**config.mk**
```make
export PLATFORM = sky130hd
export DESIGN_NAME = ccx_top
export DESIGN_NICKNAME = d
export VERILOG_FILES = /design/src/pkg/ccx_pkg.sv /design/src/hw/ccx_top.sv
export SDC_FILE = /design/constraint.sdc
export NUM_CORES = 1
export LEC_CHECK = 0
export BUFFER_PORTS_ARGS = -buffer_cell sky130_fd_sc_hd__buf_2
export CORE_MARGIN = 2
export CORE_UTILIZATION = 62
export CTS_BUF_LIST = sky130_fd_sc_hd__clkbuf_8
export DETAILED_ROUTE_END_ITERATION = 12
export PLACE_DENSITY = 0.87
export REMOVE_ABC_BUFFERS = 1
export SLEW_MARGIN = 40
export SYNTH_ARGS = -nofsm -noshare
export SYNTH_HDL_FRONTEND = slang
export SYNTH_SLANG_ARGS = --single-unit
```
**constraint.sdc**
```tcl
create_clock -name aclk -period 5.3 [get_ports aclk]
set_input_delay 0.795 -clock aclk [delete_from_list [all_inputs] [get_ports aclk]]
set_output_delay 0.795 -clock aclk [all_outputs]
set_load 0.01 [all_outputs]
```
**src/pkg/ccx_pkg.sv**
```systemverilog
// Constants, field layout and register select type of the checksum and CRC accelerator
package ccx_pkg;

  // Register indices; byte address on the bus is four times the index
  localparam logic [15:0] IDX_CONFIG     = 16'ha078;
  localparam logic [15:0] IDX_DATA_BYTE0 = 16'ha07c;
  localparam logic [15:0] IDX_DATA_BYTE1 = 16'ha07d;
  localparam logic [15:0] IDX_DATA_BYTE2 = 16'ha07e;
  localparam logic [15:0] IDX_DATA_BYTE3 = 16'ha07f;

  // Configuration register field positions
  localparam int CFG_WIDTH_POS   = 6;
  localparam int CFG_REVERSE_POS = 5;
  localparam int CFG_DISCARD_POS = 4;
  localparam int CFG_SEED_POS    = 3;
  localparam int CFG_BUSY_POS    = 0;

  // Reset values
  localparam logic [7:0]  CONFIG_RESET = 8'h00;
  localparam logic [7:0]  DATA_RESET   = 8'h00;

  // Function select codes
  localparam logic [2:0] FN_OFF   = 3'h0;
  localparam logic [2:0] FN_CK8   = 3'h1;
  localparam logic [2:0] FN_CK32  = 3'h2;
  localparam logic [2:0] FN_CRC_A = 3'h3;
  localparam logic [2:0] FN_CRC_B = 3'h4;
  localparam logic [2:0] FN_CRC32 = 3'h5;
  localparam logic [2:0] FN_RSVD  = 3'h6;
  localparam logic [2:0] FN_CLEAR = 3'h7;

  // Polynomials, implicit top bit left out
  localparam logic [15:0] POLY_CRC_A = 16'h8005;
  localparam logic [15:0] POLY_CRC_B = 16'h1021;
  localparam logic [31:0] POLY_CRC32 = 32'h04c11db7;

  // Default seeds restored by the clear command
  localparam logic [31:0] SEED_CHECKSUM = 32'h00000000;
  localparam logic [31:0] SEED_CRC16    = 32'h0000ffff;
  localparam logic [31:0] SEED_CRC32    = 32'hffffffff;

  // Bus response codes
  localparam logic [1:0] RESP_OKAY   = 2'b00;
  localparam logic [1:0] RESP_SLVERR = 2'b10;

  // Register select after address decode
  typedef enum logic [2:0] {
    SEL_CONFIG, SEL_BYTE0, SEL_BYTE1, SEL_BYTE2, SEL_BYTE3, SEL_NONE
  } ccx_sel_type;

endpackage

```
**src/hw/ccx_top.sv**
```systemverilog
// Checksum and CRC accelerator with AXI4-Lite register slave
//
// Behaviour
// - Entry takes one cycle per input byte
// - Width field selects 8/16/24/32-bit input
// - Flip mirrors input bits within selected width
// - Result and seed never bit-flipped
// - Checksum adds previous carry unless discarded
// - Seed bit loads data port into seed
// - Function 000 disables the engine
// - 001 is 8-bit, 010 is 32-bit checksum
// - 011 is CRC-16 polynomial 8005
// - 100 is CRC-16 polynomial 1021
// - 101 is CRC-32 polynomial; 110 reserved
// - 111 clears state, restores default seed
// - Busy flag reads one while computing
// - Low byte write starts the calculation
// - Data port bytes read back the result
//
// Local design decision: the AXI4-Lite slave port.
`timescale 1ns/100ps

module ccx_top
  import ccx_pkg::*;
#(
  parameter int ADDR_W = 18
) (
  input  wire logic              aclk,    // System clock, 20 MHz
  input  wire logic              aresetn, // Synchronous reset, active low
  input  wire logic [ADDR_W-1:0] awaddr,  // Write address
  input  wire logic [2:0]        awprot,  // Write protection, unused
  input  wire logic              awvalid, // Write address valid
  output logic                   awready, // Write address ready
  input  wire logic [31:0]       wdata,   // Write data
  input  wire logic [3:0]        wstrb,   // Write byte strobes
  input  wire logic              wvalid,  // Write data valid
  output logic                   wready,  // Write data ready
  output logic [1:0]             bresp,   // Write response
  output logic                   bvalid,  // Write response valid
  input  wire logic              bready,  // Write response ready
  input  wire logic [ADDR_W-1:0] araddr,  // Read address
  input  wire logic [2:0]        arprot,  // Read protection, unused
  input  wire logic              arvalid, // Read address valid
  output logic                   arready, // Read address ready
  output logic [31:0]            rdata,   // Read data
  output logic [1:0]             rresp,   // Read response
  output logic                   rvalid,  // Read data valid
  input  wire logic              rready   // Read data ready
);

  typedef struct packed {
    logic              awready;
    logic [ADDR_W-1:0] awaddr;
    logic              wready;
    logic [7:0]        wbyte;
    logic              wlane;
    logic              bvalid;
    logic [1:0]        bresp;
    logic              arready;
    logic [ADDR_W-1:0] araddr;
    logic              rvalid;
    logic [1:0]        rresp;
    logic [31:0]       rdata;
    logic [1:0]        width;
    logic              reverse;
    logic              discard;
    logic              seed;
    logic [2:0]        func;
    logic [23:0]       hold;
    logic [31:0]       result;
    logic              carry;
    logic [2:0]        left;
    logic [31:0]       shreg;
  } ccx_state_type;

  ccx_state_type st;
  ccx_state_type next_st;

  // Decode one byte address into a register select
  function automatic ccx_sel_type decode(input logic [ADDR_W-1:0] addr);
    logic [ADDR_W-1:0] idx;
    idx = {2'b00, addr[ADDR_W-1:2]};
    decode = SEL_NONE;
    if (addr[1:0] == 2'b00) begin
      if (idx == ADDR_W'(IDX_CONFIG)) decode = SEL_CONFIG;
      else if (idx == ADDR_W'(IDX_DATA_BYTE0)) decode = SEL_BYTE0;
      else if (idx == ADDR_W'(IDX_DATA_BYTE1)) decode = SEL_BYTE1;
      else if (idx == ADDR_W'(IDX_DATA_BYTE2)) decode = SEL_BYTE2;
      else if (idx == ADDR_W'(IDX_DATA_BYTE3)) decode = SEL_BYTE3;
    end
  endfunction

  // One byte through a 16-bit CRC, MSB first, no reflection
  function automatic logic [15:0] crc16_byte(input logic [15:0] crc, input logic [7:0] d,
                                             input logic [15:0] poly);
    logic [15:0] c;
    logic        fb;
    c = crc;
    for (int i = 7; i >= 0; i--) begin
      fb = c[15] ^ d[i];
      c = {c[14:0], 1'b0} ^ (fb ? poly : 16'h0000);
    end
    crc16_byte = c;
  endfunction

  // One byte through the 32-bit CRC, MSB first, no reflection
  function automatic logic [31:0] crc32_byte(input logic [31:0] crc, input logic [7:0] d);
    logic [31:0] c;
    logic        fb;
    c = crc;
    for (int i = 7; i >= 0; i--) begin
      fb = c[31] ^ d[i];
      c = {c[30:0], 1'b0} ^ (fb ? POLY_CRC32 : 32'h00000000);
    end
    crc32_byte = c;
  endfunction

  // Bit mirror of a full word
  function automatic logic [31:0] mirror(input logic [31:0] w);
    for (int i = 0; i < 32; i++) begin
      mirror[i] = w[31-i];
    end
  endfunction

  // Default seed of the programmed function
  function automatic logic [31:0] default_seed(input logic [2:0] fn);
    unique case (fn)
      FN_CRC_A, FN_CRC_B: default_seed = SEED_CRC16;
      FN_CRC32:           default_seed = SEED_CRC32;
      default:            default_seed = SEED_CHECKSUM;
    endcase
  endfunction

  // Combinational helpers
  ccx_sel_type wsel;
  ccx_sel_type rsel;
  logic        aw_held;
  logic        w_held;
  logic        ar_held;
  logic        idle;
  logic [31:0] entry;
  logic [31:0] masked;
  logic [31:0] aligned;
  logic [4:0]  pad;
  logic [32:0] sum32;
  logic [8:0]  sum8;
  logic [7:0]  cur_byte;
  logic        carry_in;
  logic        engine_on;

  assign wsel    = decode(st.awaddr);
  assign rsel    = decode(st.araddr);
  assign aw_held = !st.awready && !st.bvalid;
  assign w_held  = !st.wready && !st.bvalid;
  assign ar_held = !st.arready && !st.rvalid;
  assign idle    = (st.left == 3'h0);

  // Engine input word built from held high bytes and the low byte
  assign entry    = {st.hold, st.wbyte};
  assign pad      = 5'((3 - int'(st.width)) * 8);
  assign masked   = (entry << pad) >> pad;
  // Mirror lands the flipped word left-aligned, as the byte feed wants
  assign aligned  = st.reverse ? mirror(masked) : (masked << pad);
  assign carry_in = st.carry && !st.discard;
  assign sum32    = {1'b0, st.result} + {1'b0, aligned >> pad} + 33'(carry_in);
  assign cur_byte = st.shreg[31:24];
  assign sum8     = {1'b0, st.result[7:0]} + {1'b0, cur_byte} + 9'(carry_in);
  // Reserved and off codes never start the engine
  assign engine_on = (st.func != FN_OFF) && (st.func != FN_RSVD);

  // Next-state logic
  always_comb begin
    next_st = st;

    // Per-byte engine step, one input byte each cycle
    if (!idle) begin
      next_st.left  = st.left - 3'h1;
      next_st.shreg = {st.shreg[23:0], 8'h00};
      unique case (st.func)
        FN_CK8: begin
          next_st.result = {24'h000000, sum8[7:0]};
          next_st.carry  = sum8[8];
        end
        FN_CRC_A: next_st.result = {16'h0000, crc16_byte(st.result[15:0], cur_byte,
                                                         POLY_CRC_A)};
        FN_CRC_B: next_st.result = {16'h0000, crc16_byte(st.result[15:0], cur_byte,
                                                         POLY_CRC_B)};
        FN_CRC32: next_st.result = crc32_byte(st.result, cur_byte);
        default: ;
      endcase
    end

    // Address and data channels taken independently
    if (awvalid && st.awready) begin
      next_st.awready = 1'b0;
      next_st.awaddr  = awaddr;
    end
    if (wvalid && st.wready) begin
      next_st.wready = 1'b0;
      next_st.wbyte  = wdata[7:0];
      next_st.wlane  = wstrb[0];
    end

    // Register write once both halves are held and the engine is idle
    if (aw_held && w_held && idle) begin
      next_st.bvalid = 1'b1;
      next_st.bresp  = (wsel == SEL_NONE) ? RESP_SLVERR : RESP_OKAY;
      if (st.wlane) begin
        unique case (wsel)
          SEL_CONFIG: begin
            next_st.width   = st.wbyte[CFG_WIDTH_POS+:2];
            next_st.reverse = st.wbyte[CFG_REVERSE_POS];
            next_st.discard = st.wbyte[CFG_DISCARD_POS];
            next_st.seed    = st.wbyte[CFG_SEED_POS];
            // Clear keeps the programmed function so the seed matches it
            if (st.wbyte[2:0] == FN_CLEAR) begin
              next_st.result = default_seed(st.func);
              next_st.carry  = 1'b0;
              next_st.hold   = 24'h000000;
            end else begin
              next_st.func = st.wbyte[2:0];
            end
          end
          SEL_BYTE1: next_st.hold[7:0]   = st.wbyte;
          SEL_BYTE2: next_st.hold[15:8]  = st.wbyte;
          SEL_BYTE3: next_st.hold[23:16] = st.wbyte;
          SEL_BYTE0: begin
            if (st.seed) begin
              next_st.result = entry;
              next_st.carry  = 1'b0;
            end else if (engine_on) begin
              next_st.left  = 3'({1'b0, st.width} + 3'h1);
              next_st.shreg = aligned;
              if (st.func == FN_CK32) begin
                next_st.result = sum32[31:0];
                next_st.carry  = sum32[32];
              end
            end
          end
          default: ;
        endcase
      end
    end

    // Write response retires, both write channels reopen
    if (st.bvalid && bready) begin
      next_st.bvalid  = 1'b0;
      next_st.awready = 1'b1;
      next_st.wready  = 1'b1;
    end

    // Read path
    if (arvalid && st.arready) begin
      next_st.arready = 1'b0;
      next_st.araddr  = araddr;
    end
    // Configuration reads stall nothing, result reads wait for idle
    if (ar_held && (idle || rsel == SEL_CONFIG)) begin
      next_st.rvalid = 1'b1;
      next_st.rresp  = (rsel == SEL_NONE) ? RESP_SLVERR : RESP_OKAY;
      unique case (rsel)
        SEL_CONFIG: next_st.rdata = {24'h000000, st.width, st.reverse, st.discard, st.seed,
                                     2'b00, !idle};
        SEL_BYTE0:  next_st.rdata = {24'h000000, st.result[7:0]};
        SEL_BYTE1:  next_st.rdata = {24'h000000, st.result[15:8]};
        SEL_BYTE2:  next_st.rdata = {24'h000000, st.result[23:16]};
        SEL_BYTE3:  next_st.rdata = {24'h000000, st.result[31:24]};
        default:    next_st.rdata = 32'h00000000;
      endcase
    end
    if (st.rvalid && rready) begin
      next_st.rvalid  = 1'b0;
      next_st.arready = 1'b1;
    end
  end

  // State register
  always_ff @(posedge aclk) begin
    if (!aresetn) begin
      st         <= '0;
      st.awready <= 1'b1;
      st.wready  <= 1'b1;
      st.arready <= 1'b1;
      st.width   <= CONFIG_RESET[CFG_WIDTH_POS+:2];
      st.func    <= CONFIG_RESET[2:0];
      st.wbyte   <= DATA_RESET;
    end else begin
      st <= next_st;
    end
  end

  // Outputs straight from the state flops
  assign awready = st.awready;
  assign wready  = st.wready;
  assign bvalid  = st.bvalid;
  assign bresp   = st.bresp;
  assign arready = st.arready;
  assign rvalid  = st.rvalid;
  assign rresp   = st.rresp;
  assign rdata   = st.rdata;

endmodule

```
---- Word-level counts from Yosys, hierarchy flattened ----
Cells that the tools add are included.
storage, ports and cells
  output and inout bits ................... 41
  register bits ........................... 186
  input port bits ......................... 85
  logic and storage cells ................. 206
cells by class
  reductions and logical operators ........ 38
  shift operators ......................... 4
  bitwise logic cells ..................... 49
  add/sub/neg operators ................... 7
  eq/ne operators ......................... 28
  mux-type cells .......................... 56
operators by type and width
  kind                  number
  $mux 68               4
  $xor 32x27->32        8
  $mux 27               8
  $eq 16x16->1 const B  10
  $mux 16               8
  $pmux 32 s4           1
  $xor 16x13->16        8
  $xor 16x16->16        8
  $mux 13               8
  $mux 35               2
  $mux 33               2
  $pmux 33 s2           1
  $pmux 32 s2           1
  $shl 32x5->32         2
  $shr 32x5->32         2
  $mux 57               1
  $pmux 8 s2            3
  $pmux 8 s5            1
  $add 32x32->33        1
  $add 33x1->33         1
  $mux 32               1
  $mux 3                10
  $xor 1x1->1           23
  $eq 3x3->1 const B    7
  other kinds (22)      61

---- Logic depth before layout (Yosys ltp) ----
  word-level depth ........................ 32
  depth in mapped cells ................... 21
  mapped depth without buffers ............ 20

---- Least setup slack after synthesis ----
No wires, ideal clock.
  path kind ............................... flip-flop to flip-flop
  start ................................... register st[98] in the netlist's numbering
  end ..................................... register st[57] in the netlist's numbering
  clock period less this slack ............ 4.198 ns
  stages on the path, launching flop included .. 19
  data required time ...................... 5.183 ns
  arrival time ............................ 4.081 ns
  slack ................................... 1.102 ns
  path buffers ............................ 1
  library setup time ...................... 0.117 ns
  cells stage by stage .................... dfxtp_1 -> buf_1 -> mux2_2 -> nor2_1 -> a211oi_1 -> a21oi_1 -> o21ai_0 -> nor2_1 -> nor2_1 -> fa_1 -> a211oi_1 -> nor2_1 -> o31a_1 -> a21bo_2 -> a21oi_1 -> o21ai_0 -> a2111oi_0 -> o41ai_1 -> a22o_1
between the ends
  word-level cells in the longest chain between the ends .. 14
RTL lines
  what                      RTL line        source
  start: declaration        ccx_top.sv:76   ccx_state_type st;
  start signal: assignment  ccx_top.sv:288  st <= next_st;
  $sub 2x2->2 *             ccx_top.sv:160  assign pad = 5'((3 - int'(st.width)) * 8);
  $shl 32x5->32             ccx_top.sv:161  assign masked = (entry << pad) >> pad;
  $shr 32x5->32             ccx_top.sv:161
  $shl 32x5->32             ccx_top.sv:163  assign aligned = st.reverse ? mirror(masked) : (masked << pad);
  $mux 32                   ccx_top.sv:163
  $shr 32x5->32 *           ccx_top.sv:165  assign sum32 = {1'b0, st.result} + {1'b0, aligned >> pad} + 33'(carry_in);
  $add 32x32->33 *          ccx_top.sv:165
  $add 33x1->33 *           ccx_top.sv:165
  $mux 33 *                 ccx_top.sv:234  if (st.func == FN_CK32) begin
  $mux 68 *                 ccx_top.sv:231  end else if (engine_on) begin
  $mux 33 *                 ccx_top.sv:228  if (st.seed) begin
  $pmux 33 s2 *             ccx_top.sv:209  unique case (wsel)
  $mux 68 *                 ccx_top.sv:208  if (st.wlane) begin
  $mux 68 *                 ccx_top.sv:205  if (aw_held && w_held && idle) begin
Mark *: on every way between the ends. The rest lies on a longest branch, timed or not.
A chain may end at the register's enable or synchronous reset.

---- Worst setup path in the final report ----
  start ................................... register st[97] in the netlist's numbering
  end ..................................... register st[57] in the netlist's numbering
between the ends
  word-level cells in the longest chain between the ends .. 10
RTL lines
  what            RTL line
  $mux 32         ccx_top.sv:163
  $shr 32x5->32   ccx_top.sv:165
  $add 32x32->33  ccx_top.sv:165
  $add 33x1->33   ccx_top.sv:165
  $mux 33         ccx_top.sv:234
  $mux 68         ccx_top.sv:231
  $mux 33         ccx_top.sv:228
  $pmux 33 s2     ccx_top.sv:209
  $mux 68         ccx_top.sv:208
  $mux 68         ccx_top.sv:205
No other way between the ends.

==> results.cfg <==
[sta]
period_share = 0.922
finalSetupTns_ns = 0
skew_ns = 0.0138
hold_ws_ns = 0.468
setup-violations-final = 0
max_freq_mhz = 205
drv_slew = 0
max_slew_margin = 0.450
rsz0062_at_grt = false
min_period_ns = 4.89
worstMarginPinSlew_ns = 0.824
hold_viol_final = 0

[power_and_ir_drop]
irDropWorstVdd_v = 0.000441
p_leak_nw = 5.27
power.density_nw_per_um2 = 196
power_mw = 2.70

[placed_design]
dp_hpwl_um = 33200
finalWeightedCongestion = 1.07
dpl_cell_area_um2 = 13300
place_inst = 1959
portBuffers = 66

[synth]
synth_common_cells = 240 x nand2_1, 160 x dfxtp_1, 156 x nor2_1
synth_area_per_cell_um2 = 7.62
synth-async-reset-ratio = 0
yosys_warnings = 0
netlist_area_um2 = 13000
synth-edff-count = 0
yosysSeqAreaShare = 0.246
yosys.area.top_type = dfxtp_1
synth.area.top_cells = dfxtp_1 25%, nand2_1 6.9%, xnor2_1 5.4%, nor2_1 4.5%, ha_1 3.9%
yosysMostFrequentCell = nand2_1
ys_ff_latch = 160
yosysTopAreaCellShare = 0.246
yosys_most_used_dff = dfxtp_1
netlist_instances = 1712
synth_cell_types = 87

[final_layout]
n_antenna_cell = 0
regArea_um2 = 3210
multi_input_area_um2 = 9090
fillers = 1807
fin_nets = 1833
area_growth_pct = 5.48
fin_cells = 1991
stdcell_area_um2 = 13800
drive_above_1_share = 0.119

[clock_tree]
cts_num_sinks = 160
clk_latency_ns = 0.48
htreeDepth = 4
hold_buffers = 0
postCtsSetupRepairBufs = 0
cts_buffers = 17
cts_tree = done
clk_path_buf_depth = 2
cts_resized = 0
clk_pin_slew_ns = 0.11
cts_root_buf = clkbuf_8

[worst_setup_path]
critPathSlowestCell = dfxtp_2
reg2reg_depth = 17
cp_common_cell = nor2_1
critPathMaxFanout = 34
arrival_ns = 5.27
worstReg2RegEnd = st[57]$_SDFF_PN0_
critPathKind = flip-flop to flip-flop
r2r-start = st[97]$_SDFFE_PN0P_
start_kind = flip-flop
ff2ff_setup_slack_ns = 0.41
endpoint_kind = flip-flop
crit_chain = buf_4, a21oi_1, nor2_1, nand2_1, o21ai_0, nor2_1, nor2_1, ha_1, o21ai_0, nor2_1, o31a_1, a21bo_2, a21oi_1, o21ai_0, a2111oi_0, o41ai_1, a22o_1
slowest_delay_ns = 0.85
worstPathRequired_ns = 5.68

[drt]
routed_wl_um = 44700
drc = 0
first_pass_iters = 8
wire_per_inst_um = 22.4
vias = 13200
drt_iter0_drc = 1589
vias_per_cell = 6.64
antenna_left = 0

[floorplan]
initial_core_util = 0.626
dieArea_um2 = 22200
die_height_um = 149
coreArea_um2 = 20800
die_w_um = 149
num_rows = 53
io-pin-count = 126

[global_routing]
grtUsageTotal = 0.395
overflow = 0
grt_max_degree = 119
antenna_found_initial = 0
first_global_vias = 11800
grt_pass1_wl_um = 67200

[min_path]
hold-path-endpoint = st[152]$_SDFFE_PN0P_
min_path_cells = 2
hold_path_class = flip-flop to flip-flop
hold_start = st[152]$_SDFFE_PN0P_

[job]
cap_viol_max_count = 0

[run_status]
status = finished clean
cell usage in the layout (no fill, tap or decap), types with 27 or more instances in the layout:
cell / instances
mux2i_1: 39
and3_1: 27
a21boi_0: 50
nor2_1: 156
o21ai_0: 93
nor3_1: 32
buf_4: 33
nand3_1: 50
ha_1: 41
nor2b_1: 50
xnor2_1: 79
nand2_1: 239
dfxtp_1: 157
a211oi_1: 30
a22oi_1: 29
buf_2: 65
a21oi_1: 93
metal layers:
metal,part of all wire,global-route usage,vias up
met2,0.42,0.591,883
met3,0.12,0.0862,196
met4,0.067,0.223,0
met5,0,0,-
met1,0.39,0.528,6084
li1,-,-,6062
logic make-up (layout without fill, tap and decap cells):
logic type	count (synthesis)	after routing	synth area share
other	1	26	0.000288
muxes	61	61	0.0507
adders and majority gates	45	45	0.0455
buffers and inverters	177	156	0.0670
AOI/OAI and AO/OA	505	505	0.266
xor gates and xnor gates	124	124	0.0986
DFF	160	160	0.246
and+or+nand+nor	639	639	0.226
power breakdown:
part / switching [mW] / internal [mW] / total (mW)
Clock: 0.582 / 0.406 / 0.988
Sequential: 0.0307 / 1.24 / 1.27
Combinational: 0.320 / 0.125 / 0.445
state kept, by name, summed over array words and instances, names as in the netlist:
register  cells
arready       1
bvalid        1
cur_byte      8
awready       1
rvalid        1
rresp         1
wready        1
entry        32
st          105
rdata         8
bresp         1
worst max-delay path: cells and delay by family, from the launching register on:
kind,cells,cell delay [ns]
AOI/OAI and AO/OA,10,2.28
DFF,1,0.85
buffers and inverters,1,0.40
adders and majority gates,1,0.36
and+or+nand+nor,5,0.90
how the worst max path moves through the flow:
| stage | start | end | depth (start not counted) |
|---|---|---|---|
| 2_1_floorplan | st[98]$_SDFFE_PN0P_ | st[57]$_SDFF_PN0_ | 16 |
| 3_3_place_gp | st[98]$_SDFFE_PN0P_ | st[57]$_SDFF_PN0_ | 18 |
| 3_5_place_dp | st[98]$_SDFFE_PN0P_ | st[52]$_SDFF_PN0_ | 18 |
| 4_1_cts | st[98]$_SDFFE_PN0P_ | st[52]$_SDFF_PN0_ | 18 |
| 5_1_grt | st[99]$_SDFFE_PN0P_ | st[52]$_SDFF_PN0_ | 20 |
| 6_report | st[97]$_SDFFE_PN0P_ | st[57]$_SDFF_PN0_ | 17 |
area by class of cell:
class | instances | share of cell area
clock buffers | 17 | 0.0170
clock inverters | 15 | 0.0134
inverters | 24 | 0.00655
multi-input cells | 1400 | 0.661
flip-flops and latches | 160 | 0.233
well taps | 275 | 0.0250
repair buffers | 100 | 0.0439
through the flow:
| step | utilization | setup WS (ns) |
|---|---|---|
| after floorplan | - | -0.113 |
| after global placement | 0.639 | 0.601 |
| after detailed placement | 0.640 | 0.503 |
| after CTS | 0.660 | 0.484 |
| after global routing | 0.661 | 0.130 |
| final | 0.661 | 0.413 |
No activity file was read; power rests on OpenSTA's default activity.
